[config.mk]
export PLATFORM = sky130hd
export DESIGN_NAME = ccl_clock_lowpower
export DESIGN_NICKNAME = d
export VERILOG_FILES = /design/src/core/ccl_pkg.sv /design/src/core/ccl_clock_lowpower.sv
export SDC_FILE = /design/constraint.sdc
export NUM_CORES = 1
export LEC_CHECK = 0
export BUFFER_PORTS_ARGS = -buffer_cell sky130_fd_sc_hd__buf_2
export CORE_MARGIN = 2
export CORE_UTILIZATION = 63
export DETAILED_ROUTE_END_ITERATION = 8
export PLACE_DENSITY = 0.86
export SLEW_MARGIN = 20
export SYNTH_ARGS = -nofsm -noshare
export SYNTH_HDL_FRONTEND = slang
export SYNTH_SLANG_ARGS = --single-unit
[constraint.sdc]
create_clock -name pclk -period 5.9 [get_ports pclk]
set_input_delay 0 -clock pclk [delete_from_list [all_inputs] [get_ports pclk]]
set_output_delay 0 -clock pclk [all_outputs]
set_load 0.01 [all_outputs]
[src/core/ccl_pkg.sv]
// Constants, register map and carrier types of the control subsystem clock block
package ccl_pkg;
    // ------------------------------------------------------------
    // Register byte addresses
    // ------------------------------------------------------------
    localparam logic [7:0] CCL_A_GATE0 = 8'h00;
    localparam logic [7:0] CCL_A_PEREN = 8'h04;
    localparam logic [7:0] CCL_A_T2SEL = 8'h08;
    localparam logic [7:0] CCL_A_T2DIV = 8'h0C;
    localparam logic [7:0] CCL_A_LSP = 8'h10;
    localparam logic [7:0] CCL_A_HSP = 8'h14;
    localparam logic [7:0] CCL_A_ANA = 8'h18;
    localparam logic [7:0] CCL_A_SYSDIV = 8'h1C;
    localparam logic [7:0] CCL_A_PLLREQ = 8'h20;
    localparam logic [7:0] CCL_A_WAKE = 8'h24;
    localparam logic [7:0] CCL_A_NMI = 8'h28;
    localparam logic [7:0] CCL_A_STAT = 8'h2C;
    localparam logic [7:0] CCL_A_HSK = 8'h30;
    // ------------------------------------------------------------
    // Field layout and reset values
    // ------------------------------------------------------------
    localparam int CCL_LPM_LO = 0;
    localparam int CCL_QUAL_LO = 2;
    localparam int CCL_WK_EN_BIT = 8;
    localparam logic [1:0] CCL_LPM_IDLE = 2'h0;
    localparam logic [1:0] CCL_LPM_STBY = 2'h1;
    localparam logic [1:0] CCL_T2_SYS = 2'h0;
    localparam logic [1:0] CCL_T2_OSC = 2'h1;
    localparam logic [7:0] CCL_GATE0_RST = 8'h00;
    localparam logic [7:0] CCL_DIV_RST = 8'h00;
    localparam logic [7:0] CCL_ANA_RST = 8'h03;
    localparam logic [7:0] CCL_LSP_RST = 8'h02;
    // ------------------------------------------------------------
    // Synchronised pin bundle positions
    // ------------------------------------------------------------
    localparam int CCL_NPIN = 64;
    localparam int CCL_S_DS = 64;
    localparam int CCL_S_IPC = 65;
    localparam int CCL_S_OSC = 66;
    localparam int CCL_S_PLL = 67;
    localparam int CCL_S_BAK = 68;
    localparam int CCL_S_ARB = 69;
    localparam int CCL_S_ARS = 70;
    localparam int CCL_S_RCL = 71;
    localparam int CCL_SW = 72;
    // ------------------------------------------------------------
    // Types
    // ------------------------------------------------------------
    typedef enum logic [1:0] {
        CCL_NORMAL = 2'h0,
        CCL_IDLE = 2'h1,
        CCL_STANDBY = 2'h2
    } ccl_mode_e;
    typedef struct packed {
        logic psel;
        logic penable;
        logic pwrite;
        logic [7:0] paddr;
        logic [31:0] pwdata;
    } ccl_apb_req_s;
    typedef struct packed {
        logic pll_sys;
        logic input_clk;
        logic periph;
        logic core;
        logic timer2;
        logic lsp;
        logic hsp;
        logic analog;
        logic shared;
    } ccl_clk_en_s;
endpackage

[src/core/ccl_clock_lowpower.sv]
// Control subsystem clock derivation, gating, low-power sequencing and clock-loss watch
//
// What this block does
// - Control side asks PLL write ownership; master side takes it back.
// - Each peripheral clock runs only when its enable bit is set.
// - Two clocks out: peripheral clock (peripherals, timers) and core clock.
// - Normal: both run; Idle: core stops; Standby: input, core, peripheral stop.
// - Timer 2 clock is divided from peripheral, oscillator or backup clock.
// - Low and high speed prescalers make serial and pulse-stretch clocks.
// - Wait sets halt status; with low-power bits selects Idle or Standby.
// - Idle ends on any enabled interrupt or the control NMI.
// - Leaving Idle restores core clock; optional wake ISR request and resume pulse come in the same cycle.
// - Standby ends on one selected wake pin of 64 or IPC interrupt 1.
// - Wake pin is qualified using count bits 7:2 of gate register 0.
// - Leaving Standby restores all clocks; optional wake ISR request and resume pulse come in the same cycle.
// - Input clock is off while master is in Deep Sleep.
// - Analog clock is PLL system clock divided by the analog divider.
// - Analog divider register resets on either analog reset.
// - Analog clock stops while master is in Deep Sleep.
// - Shared RAMs and IPC use PLL system clock; EPI uses master clock.
// - PLL system clock: PLL or oscillator divided; backup on clock loss.
// - Only the oscillator is watched, by a detector on the backup clock.
// - Clock loss drives both NMIs, PWM trip, mux; NMI watchdogs reset device.
module ccl_clock_lowpower #(
    parameter int NPER = 16,
    parameter int MCD_LIMIT = 8,
    parameter int WD_LIMIT = 65535
) (
    input wire logic pclk,
    input wire logic presetn,
    input wire ccl_pkg::ccl_apb_req_s apb_req,
    output logic pready,
    output logic [31:0] prdata,
    output logic pslverr,
    input wire logic [63:0] wake_pins,
    input wire logic master_deep_sleep,
    input wire logic master_to_ctrl_ipc_irq1,
    input wire logic oscillator_clock,
    input wire logic pll_clock,
    input wire logic internal_backup_clock,
    input wire logic pll_bypass,
    input wire logic analog_bus_reset,
    input wire logic analog_soft_reset,
    input wire logic pll_write_reclaim,
    input wire logic master_subsystem_clock,
    input wire logic cpu_wait_exec,
    input wire logic enabled_irq,
    input wire logic ctrl_nonmaskable_irq,
    output ccl_pkg::ccl_clk_en_s clk_en,
    output logic [NPER-1:0] periph_clk_en,
    output logic epi_clk_en,
    output logic halt_status,
    output logic wake_isr_req,
    output logic cpu_resume,
    output logic pll_write_owner,
    output logic [7:0] system_clock_divider,
    output logic [7:0] ctrl_lowpower_handshake,
    output logic source_clock_lost,
    output logic nmi_master,
    output logic nmi_ctrl,
    output logic pwm_trip,
    output logic device_reset_req
);
    import ccl_pkg::*;

    typedef struct packed {
        logic [CCL_SW-1:0] s1;
        logic [CCL_SW-1:0] s2;
        logic [CCL_SW-1:0] s3;
        ccl_mode_e mode;
        logic halt;
        logic wake;
        logic resume;
        logic [7:0] gate0;
        logic [NPER-1:0] per_en;
        logic [1:0] t2sel;
        logic [7:0] t2div;
        logic [7:0] lsp;
        logic [7:0] hsp;
        logic [7:0] ana;
        logic [7:0] sysdiv;
        logic owner;
        logic [8:0] wake_cfg;
        logic [1:0] wd_dis;
        logic [7:0] hsk;
        logic [7:0] c_sys;
        logic [7:0] c_t2;
        logic [7:0] c_lsp;
        logic [7:0] c_hsp;
        logic [7:0] c_ana;
        logic [6:0] qcnt;
        logic [15:0] mcd;
        logic lost;
        logic [1:0][31:0] wd;
        logic rst_req;
        logic [31:0] rdata;
        ccl_clk_en_s ck;
        logic [NPER-1:0] pck;
    } ccl_state_s;

    ccl_state_s s_q, s_d;

    // ------------------------------------------------------------
    // Divider step: ratio is div + 1 ticks per output enable
    // ------------------------------------------------------------
    function automatic logic [8:0] div_step(input logic [7:0] cnt, input logic [7:0] div,
                                            input logic tick);
        logic [8:0] r;
        r = {1'b0, cnt};
        if (tick) begin
            if (cnt >= div) begin
                r = {1'b1, 8'h00};
            end else begin
                r = {1'b0, cnt + 8'h01};
            end
        end
        return r;
    endfunction

    logic ds, ipc, osc_e, pll_e, bak_e, ana_rst, reclaim_e, src_tick, sel_pin;
    logic qualified, wake_std, wake_idle, acc, setup, wr, mapped;
    logic [8:0] r_sys, r_t2, r_lsp, r_hsp, r_ana;
    logic t2_src;

    assign ds = s_q.s2[CCL_S_DS];
    assign ipc = s_q.s2[CCL_S_IPC];
    assign osc_e = s_q.s2[CCL_S_OSC] & ~s_q.s3[CCL_S_OSC];
    assign pll_e = s_q.s2[CCL_S_PLL] & ~s_q.s3[CCL_S_PLL];
    assign bak_e = s_q.s2[CCL_S_BAK] & ~s_q.s3[CCL_S_BAK];
    assign ana_rst = s_q.s2[CCL_S_ARB] | s_q.s2[CCL_S_ARS];
    assign reclaim_e = s_q.s2[CCL_S_RCL] & ~s_q.s3[CCL_S_RCL];
    assign sel_pin = s_q.s2[s_q.wake_cfg[5:0]];
    assign qualified = s_q.qcnt > {1'b0, s_q.gate0[7:CCL_QUAL_LO]};
    assign wake_std = qualified | ipc;
    assign wake_idle = enabled_irq | ctrl_nonmaskable_irq;
    assign setup = apb_req.psel & ~apb_req.penable;
    assign acc = apb_req.psel & apb_req.penable;
    assign wr = acc & apb_req.pwrite & mapped;

    always_comb begin
        unique case (apb_req.paddr)
            CCL_A_GATE0, CCL_A_PEREN, CCL_A_T2SEL, CCL_A_T2DIV, CCL_A_LSP, CCL_A_HSP,
            CCL_A_ANA, CCL_A_SYSDIV, CCL_A_PLLREQ, CCL_A_WAKE, CCL_A_NMI, CCL_A_STAT,
            CCL_A_HSK: mapped = 1'b1;
            default: mapped = 1'b0;
        endcase
    end

    // ------------------------------------------------------------
    // Next state
    // ------------------------------------------------------------
    always_comb begin
        s_d = s_q;
        s_d.s1 = {pll_write_reclaim, analog_soft_reset, analog_bus_reset,
                  internal_backup_clock, pll_clock, oscillator_clock,
                  master_to_ctrl_ipc_irq1, master_deep_sleep, wake_pins};
        s_d.s2 = s_q.s1;
        s_d.s3 = s_q.s2;
        s_d.wake = 1'b0;
        s_d.resume = 1'b0;

        // Register writes
        if (wr) begin
            unique case (apb_req.paddr)
                CCL_A_GATE0: s_d.gate0 = apb_req.pwdata[7:0];
                CCL_A_PEREN: s_d.per_en = apb_req.pwdata[NPER-1:0];
                CCL_A_T2SEL: s_d.t2sel = apb_req.pwdata[1:0];
                CCL_A_T2DIV: s_d.t2div = apb_req.pwdata[7:0];
                CCL_A_LSP: s_d.lsp = apb_req.pwdata[7:0];
                CCL_A_HSP: s_d.hsp = apb_req.pwdata[7:0];
                CCL_A_ANA: s_d.ana = apb_req.pwdata[7:0];
                CCL_A_SYSDIV: if (s_q.owner) s_d.sysdiv = apb_req.pwdata[7:0];
                CCL_A_WAKE: s_d.wake_cfg = apb_req.pwdata[8:0];
                CCL_A_NMI: s_d.wd_dis = apb_req.pwdata[1:0];
                CCL_A_HSK: s_d.hsk = apb_req.pwdata[7:0];
                default: s_d.hsk = s_q.hsk;
            endcase
        end
        // Ownership: a request in the same cycle as a reclaim wins
        if (reclaim_e) begin
            s_d.owner = 1'b0;
        end
        if (wr && apb_req.paddr == CCL_A_PLLREQ && apb_req.pwdata[0]) begin
            s_d.owner = 1'b1;
        end
        if (ana_rst) begin
            s_d.ana = CCL_ANA_RST;
        end

        // Wake pin qualification
        if (!sel_pin) begin
            s_d.qcnt = 7'h00;
        end else if (!qualified) begin
            s_d.qcnt = s_q.qcnt + 7'h01;
        end

        // Low-power sequencing
        unique case (s_q.mode)
            CCL_NORMAL: begin
                if (cpu_wait_exec) begin
                    s_d.halt = 1'b1;
                    s_d.mode = (s_q.gate0[CCL_LPM_LO +: 2] == CCL_LPM_STBY) ?
                               CCL_STANDBY : CCL_IDLE;
                end
            end
            CCL_IDLE: begin
                if (wake_idle) begin
                    s_d.mode = CCL_NORMAL;
                    s_d.halt = 1'b0;
                    s_d.wake = s_q.wake_cfg[CCL_WK_EN_BIT];
                    s_d.resume = 1'b1;
                end
            end
            CCL_STANDBY: begin
                if (wake_std) begin
                    s_d.mode = CCL_NORMAL;
                    s_d.halt = 1'b0;
                    s_d.wake = s_q.wake_cfg[CCL_WK_EN_BIT];
                    s_d.resume = 1'b1;
                end
            end
            default: s_d.mode = CCL_NORMAL;
        endcase

        // Missing clock detector, counted on backup clock edges
        if (osc_e) begin
            s_d.mcd = 16'h0000;
        end else if (bak_e && !s_q.lost) begin
            s_d.mcd = s_q.mcd + 16'h0001;
        end
        if (s_q.mcd >= 16'(MCD_LIMIT)) begin
            s_d.lost = 1'b1;
        end
        for (int i = 0; i < 2; i++) begin
            if (s_q.lost && !s_q.wd_dis[i]) begin
                if (s_q.wd[i] >= 32'(WD_LIMIT)) begin
                    s_d.rst_req = 1'b1;
                end else begin
                    s_d.wd[i] = s_q.wd[i] + 32'h00000001;
                end
            end
        end

        // Clock enables
        src_tick = s_q.lost ? bak_e : (pll_bypass ? osc_e : pll_e);
        r_sys = div_step(s_q.c_sys, s_q.sysdiv, src_tick);
        s_d.c_sys = r_sys[7:0];
        s_d.ck.pll_sys = r_sys[8];
        s_d.ck.input_clk = r_sys[8] & ~ds & (s_q.mode != CCL_STANDBY);
        s_d.ck.shared = r_sys[8] & ~ds;
        s_d.ck.periph = s_d.ck.input_clk & (s_q.mode != CCL_STANDBY);
        s_d.ck.core = s_d.ck.input_clk & (s_q.mode == CCL_NORMAL);
        s_d.pck = {NPER{s_d.ck.periph}} & s_q.per_en;
        unique case (s_q.t2sel)
            CCL_T2_SYS: t2_src = s_d.ck.periph;
            CCL_T2_OSC: t2_src = osc_e & ~ds;
            default: t2_src = bak_e & ~ds;
        endcase
        r_t2 = div_step(s_q.c_t2, s_q.t2div, t2_src);
        r_lsp = div_step(s_q.c_lsp, s_q.lsp, s_d.ck.periph);
        r_hsp = div_step(s_q.c_hsp, s_q.hsp, s_d.ck.periph);
        r_ana = div_step(s_q.c_ana, s_q.ana, r_sys[8]);
        s_d.c_t2 = r_t2[7:0];
        s_d.c_lsp = r_lsp[7:0];
        s_d.c_hsp = r_hsp[7:0];
        s_d.c_ana = ana_rst ? 8'h00 : r_ana[7:0];
        s_d.ck.timer2 = r_t2[8];
        s_d.ck.lsp = r_lsp[8];
        s_d.ck.hsp = r_hsp[8];
        s_d.ck.analog = r_ana[8] & ~ds;

        // Read data is captured in the setup phase
        if (setup) begin
            unique case (apb_req.paddr)
                CCL_A_GATE0: s_d.rdata = {24'h000000, s_q.gate0};
                CCL_A_PEREN: s_d.rdata = 32'(s_q.per_en);
                CCL_A_T2SEL: s_d.rdata = {30'h00000000, s_q.t2sel};
                CCL_A_T2DIV: s_d.rdata = {24'h000000, s_q.t2div};
                CCL_A_LSP: s_d.rdata = {24'h000000, s_q.lsp};
                CCL_A_HSP: s_d.rdata = {24'h000000, s_q.hsp};
                CCL_A_ANA: s_d.rdata = {24'h000000, s_q.ana};
                CCL_A_SYSDIV: s_d.rdata = {24'h000000, s_q.sysdiv};
                CCL_A_PLLREQ: s_d.rdata = {31'h00000000, s_q.owner};
                CCL_A_WAKE: s_d.rdata = {23'h000000, s_q.wake_cfg};
                CCL_A_NMI: s_d.rdata = {30'h00000000, s_q.wd_dis};
                CCL_A_STAT: s_d.rdata = {24'h000000, qualified, ds, s_q.rst_req,
                                         s_q.lost, s_q.owner, s_q.halt, s_q.mode};
                CCL_A_HSK: s_d.rdata = {24'h000000, s_q.hsk};
                default: s_d.rdata = 32'h00000000;
            endcase
        end
    end

    always_ff @(posedge pclk or negedge presetn) begin
        if (!presetn) begin
            s_q <= '0;
            s_q.gate0 <= CCL_GATE0_RST;
            s_q.ana <= CCL_ANA_RST;
            s_q.lsp <= CCL_LSP_RST;
            s_q.sysdiv <= CCL_DIV_RST;
            s_q.mode <= CCL_NORMAL;
        end else begin
            s_q <= s_d;
        end
    end

    // ------------------------------------------------------------
    // Outputs
    // ------------------------------------------------------------
    assign pready = acc;
    assign pslverr = acc & ~mapped;
    assign prdata = s_q.rdata;
    assign clk_en = s_q.ck;
    assign periph_clk_en = s_q.pck;
    assign epi_clk_en = master_subsystem_clock;
    assign halt_status = s_q.halt;
    assign wake_isr_req = s_q.wake;
    assign cpu_resume = s_q.resume;
    assign pll_write_owner = s_q.owner;
    assign system_clock_divider = s_q.sysdiv;
    assign ctrl_lowpower_handshake = s_q.hsk;
    assign source_clock_lost = s_q.lost;
    assign nmi_master = s_q.lost;
    assign nmi_ctrl = s_q.lost;
    assign pwm_trip = s_q.lost;
    assign device_reset_req = s_q.rst_req;
endmodule

==> reports/qor.yml <==
yosys:
  netlist_area_um2: 17300
  synth_seq_cells: 408
  synth_ff_type: "dfrtp_1"
  ys_seq_area_frac: 0.591
  synth_edf_count: 0
  synthTopCellsByArea: "dfrtp_1 59%, ha_1 4.3%, mux2_2 3.8%, buf_4 3.3%, o21ai_0 2.7%"
  ys_warn_count: 0
  synth_top_area_frac: 0.586
  synthCells: 1464
  synthArstFlopShare: 1.00
  synth.avg_cell_area_um2: 11.8
  ys_types: 69
  synth_top_area_cell: "dfrtp_1"
sta:
  setup_ws_ns: 2.18
  setup_tns_ns: 0
  hold_viol_final: 0
  finalSetupViolCount: 0
  rsz0062_at_grt: "false"
  max_freq_mhz: 268
  finClkSkew_ns: 0.0240
  slew_headroom: 0.312
  worst_pin_slew_ns: 1.02
  final_max_slew_viol_count: 0
  fin_crit_ns: 3.72
  fin_crit_sh: 0.631
finish:
  final_nets: 1819
  syn_to_final_growth_pct: 16.6
  layout_commonest_cell: "dfrtp_1"
  drive_gt1_frac: 0.206
  final_core_util: 0.748
  layout_common_cells: "405 x dfrtp_1, 171 x buf_2, 110 x nand2_1"
  fill_cells: 1665
setup_path:
  start_kind: "register"
  cp_max_fo: 31
  reg2reg_depth: 9
  worstSetupPathType: "register to register"
  end_kind: "register"
  cp_data_arrival_time_ns: 4.13
  critPathRequiredTime_ns: 6.30
run:
  drv_cap: 0
grt:
  grt_pass1_vias: 12500
  antenna_found_initial: 3
  grt_pass1_wl_um: 66400
  overflow: 0
  grt_max_degree: 128
  grt_use_total: 0.298
placement:
  gp_congestion: 0.951
  post-place-ws_ns: 2.29
  port_buffers: 172
  hpwl_um: 26200
cts:
  post_cts_buffers: 0
  root_buffer: "clkbuf_16"
  clk-insertion-delay-late_ns: 0.54
  clkTransAtPathRegs_ns: 0.06
  cts_resized: 0
  postCtsHoldBufs: 92
  clock-sinks: 408
  htreeDepth: 2
  numCtsBuffers: 41
  cts_buffer_depth: 3
  cts_tree: "yes"
die:
  die_y_um: 170
  start_util: 0.642
  die_w_um: 170
  core-area_um2: 27000
  row_count: 60
  dieArea_um2: 28800
  io_pins: 207
detailed_routing:
  wl_per_cell_um: 20.8
  dr.pass1.iters: 7
  via_count: 11900
  routed_via_density: 5.93
  drtAntennaViolNets: 0
  dr.first_iter.drc_count: 994
  wirelength_um: 42000
  drc: 0
power_and_ir_drop:
  totalPowerFinal_mw: 6.26
  vdd_drop_max_mv: 0.344
  leakagePower_nw: 9.66
  power_density_nw_per_um2: 310
hold_path:
  hold_depth: 0
  min_path_type: "input port to primary output"
status:
  status: "complete, no violations"
-- kinds of logic after synthesis --
logic type / share of synthesized area
simple gates: 0.121
compound gates: 0.0797
buf+inv: 0.0671
other cells: 0.000217
fa+ha+maj: 0.0434
flops: 0.591
mux: 0.0721
xor+xnor: 0.0258
-- metrics by stage --
stage | instances | cell area (um2) | hold slack [ns]
2_1_floorplan | 1479 | 17400 | -0.296
3_3_place_gp | 1843 | 17800 | 0.0000686
3_5_place_dp | 1843 | 17800 | 0.0000686
4_1_cts | 2010 | 20100 | 0.0000686
5_1_grt | 2014 | 20200 | 0.0000665
6_report | 2014 | 20200 | 0.0000219
-- worst max-delay path: stages (launching register included) --
cell and delay (ns):
dfrtp_1 0.43, ha_1 0.32, nand2b_1 0.14, a2111o_1 0.42, a311oi_1 0.29, or3_1 0.69
inv_6 0.22, a21oi_1 0.66, or2_2 0.28, o21ai_0 0.11
-- registers in the layout (all words and copies together) (netlist names), 8 cells and up --
| signal | count |
|---|---|
| clk_en | 8 |
| ctrl_lowpower_handshake | 8 |
| periph_clk_en | 16 |
| prdata | 16 |
| s_d | 142 |
| s_q | 202 |
| system_clock_divider | 8 |
-- final timing paths --
| path | slack (ns) | start | to |
|---|---|---|---|
| setup / recovery | 2.18 | system_clock_divider[0] | s_q[175] |
| hold / removal | 0.00002 | master_subsystem_clock | epi_clk_en |
| min in group asynchronous | 0.09 | presetn | s_q[174] |
| hold reg to reg | 0.34 | s_d[419] | s_d[347] |
| setup reg to reg | 2.18 | system_clock_divider[0] | s_q[175] |
| max in group asynchronous | 4.36 | presetn | prdata[11] |
-- layout make-up --
class / count / area [um2] / share of cell area
Sequential cell: 408 / 10200 / 0.507
Multi-Input combinational cell: 850 / 5980 / 0.296
Timing Repair Buffer: 274 / 1880 / 0.0934
Clock buffer: 56 / 1170 / 0.0581
Tap cell: 341 / 427 / 0.0212
Clock inverter: 19 / 243 / 0.0120
Inverter: 62 / 238 / 0.0118
Antenna cell: 4 / 10.0 / 0.000496
-- report_power, final --
group          leakage [nW]  total, mW  internal (mW)  switching, mW
clock                 0.693       2.71           1.62           1.09
combinational          3.78      0.515          0.219          0.296
sequential             5.19       3.03           2.91          0.114
total                  9.66       6.26           4.75           1.50
-- cells in the mapped netlist, drive strengths merged (25+ instances only) --
master and number:
nand2 110, xnor2 29, nor2 72, a21oi 25, inv 62, dfrtp 405
nand4 30, nand3 41, o21ai 97, mux2 58, buf 90, and3 39
clkbuf 69, ha 60
-- layer usage --
metal / vias up / share of wire / global-route usage
li1: 5344 / - / -
met1: 5958 / 0.39 / 0.372
met2: 514 / 0.49 / 0.507
met3: 127 / 0.075 / 0.0630
met4: 0 / 0.044 / 0.132
met5: - / 0 / 0
(Power assumes the default switching activity.)
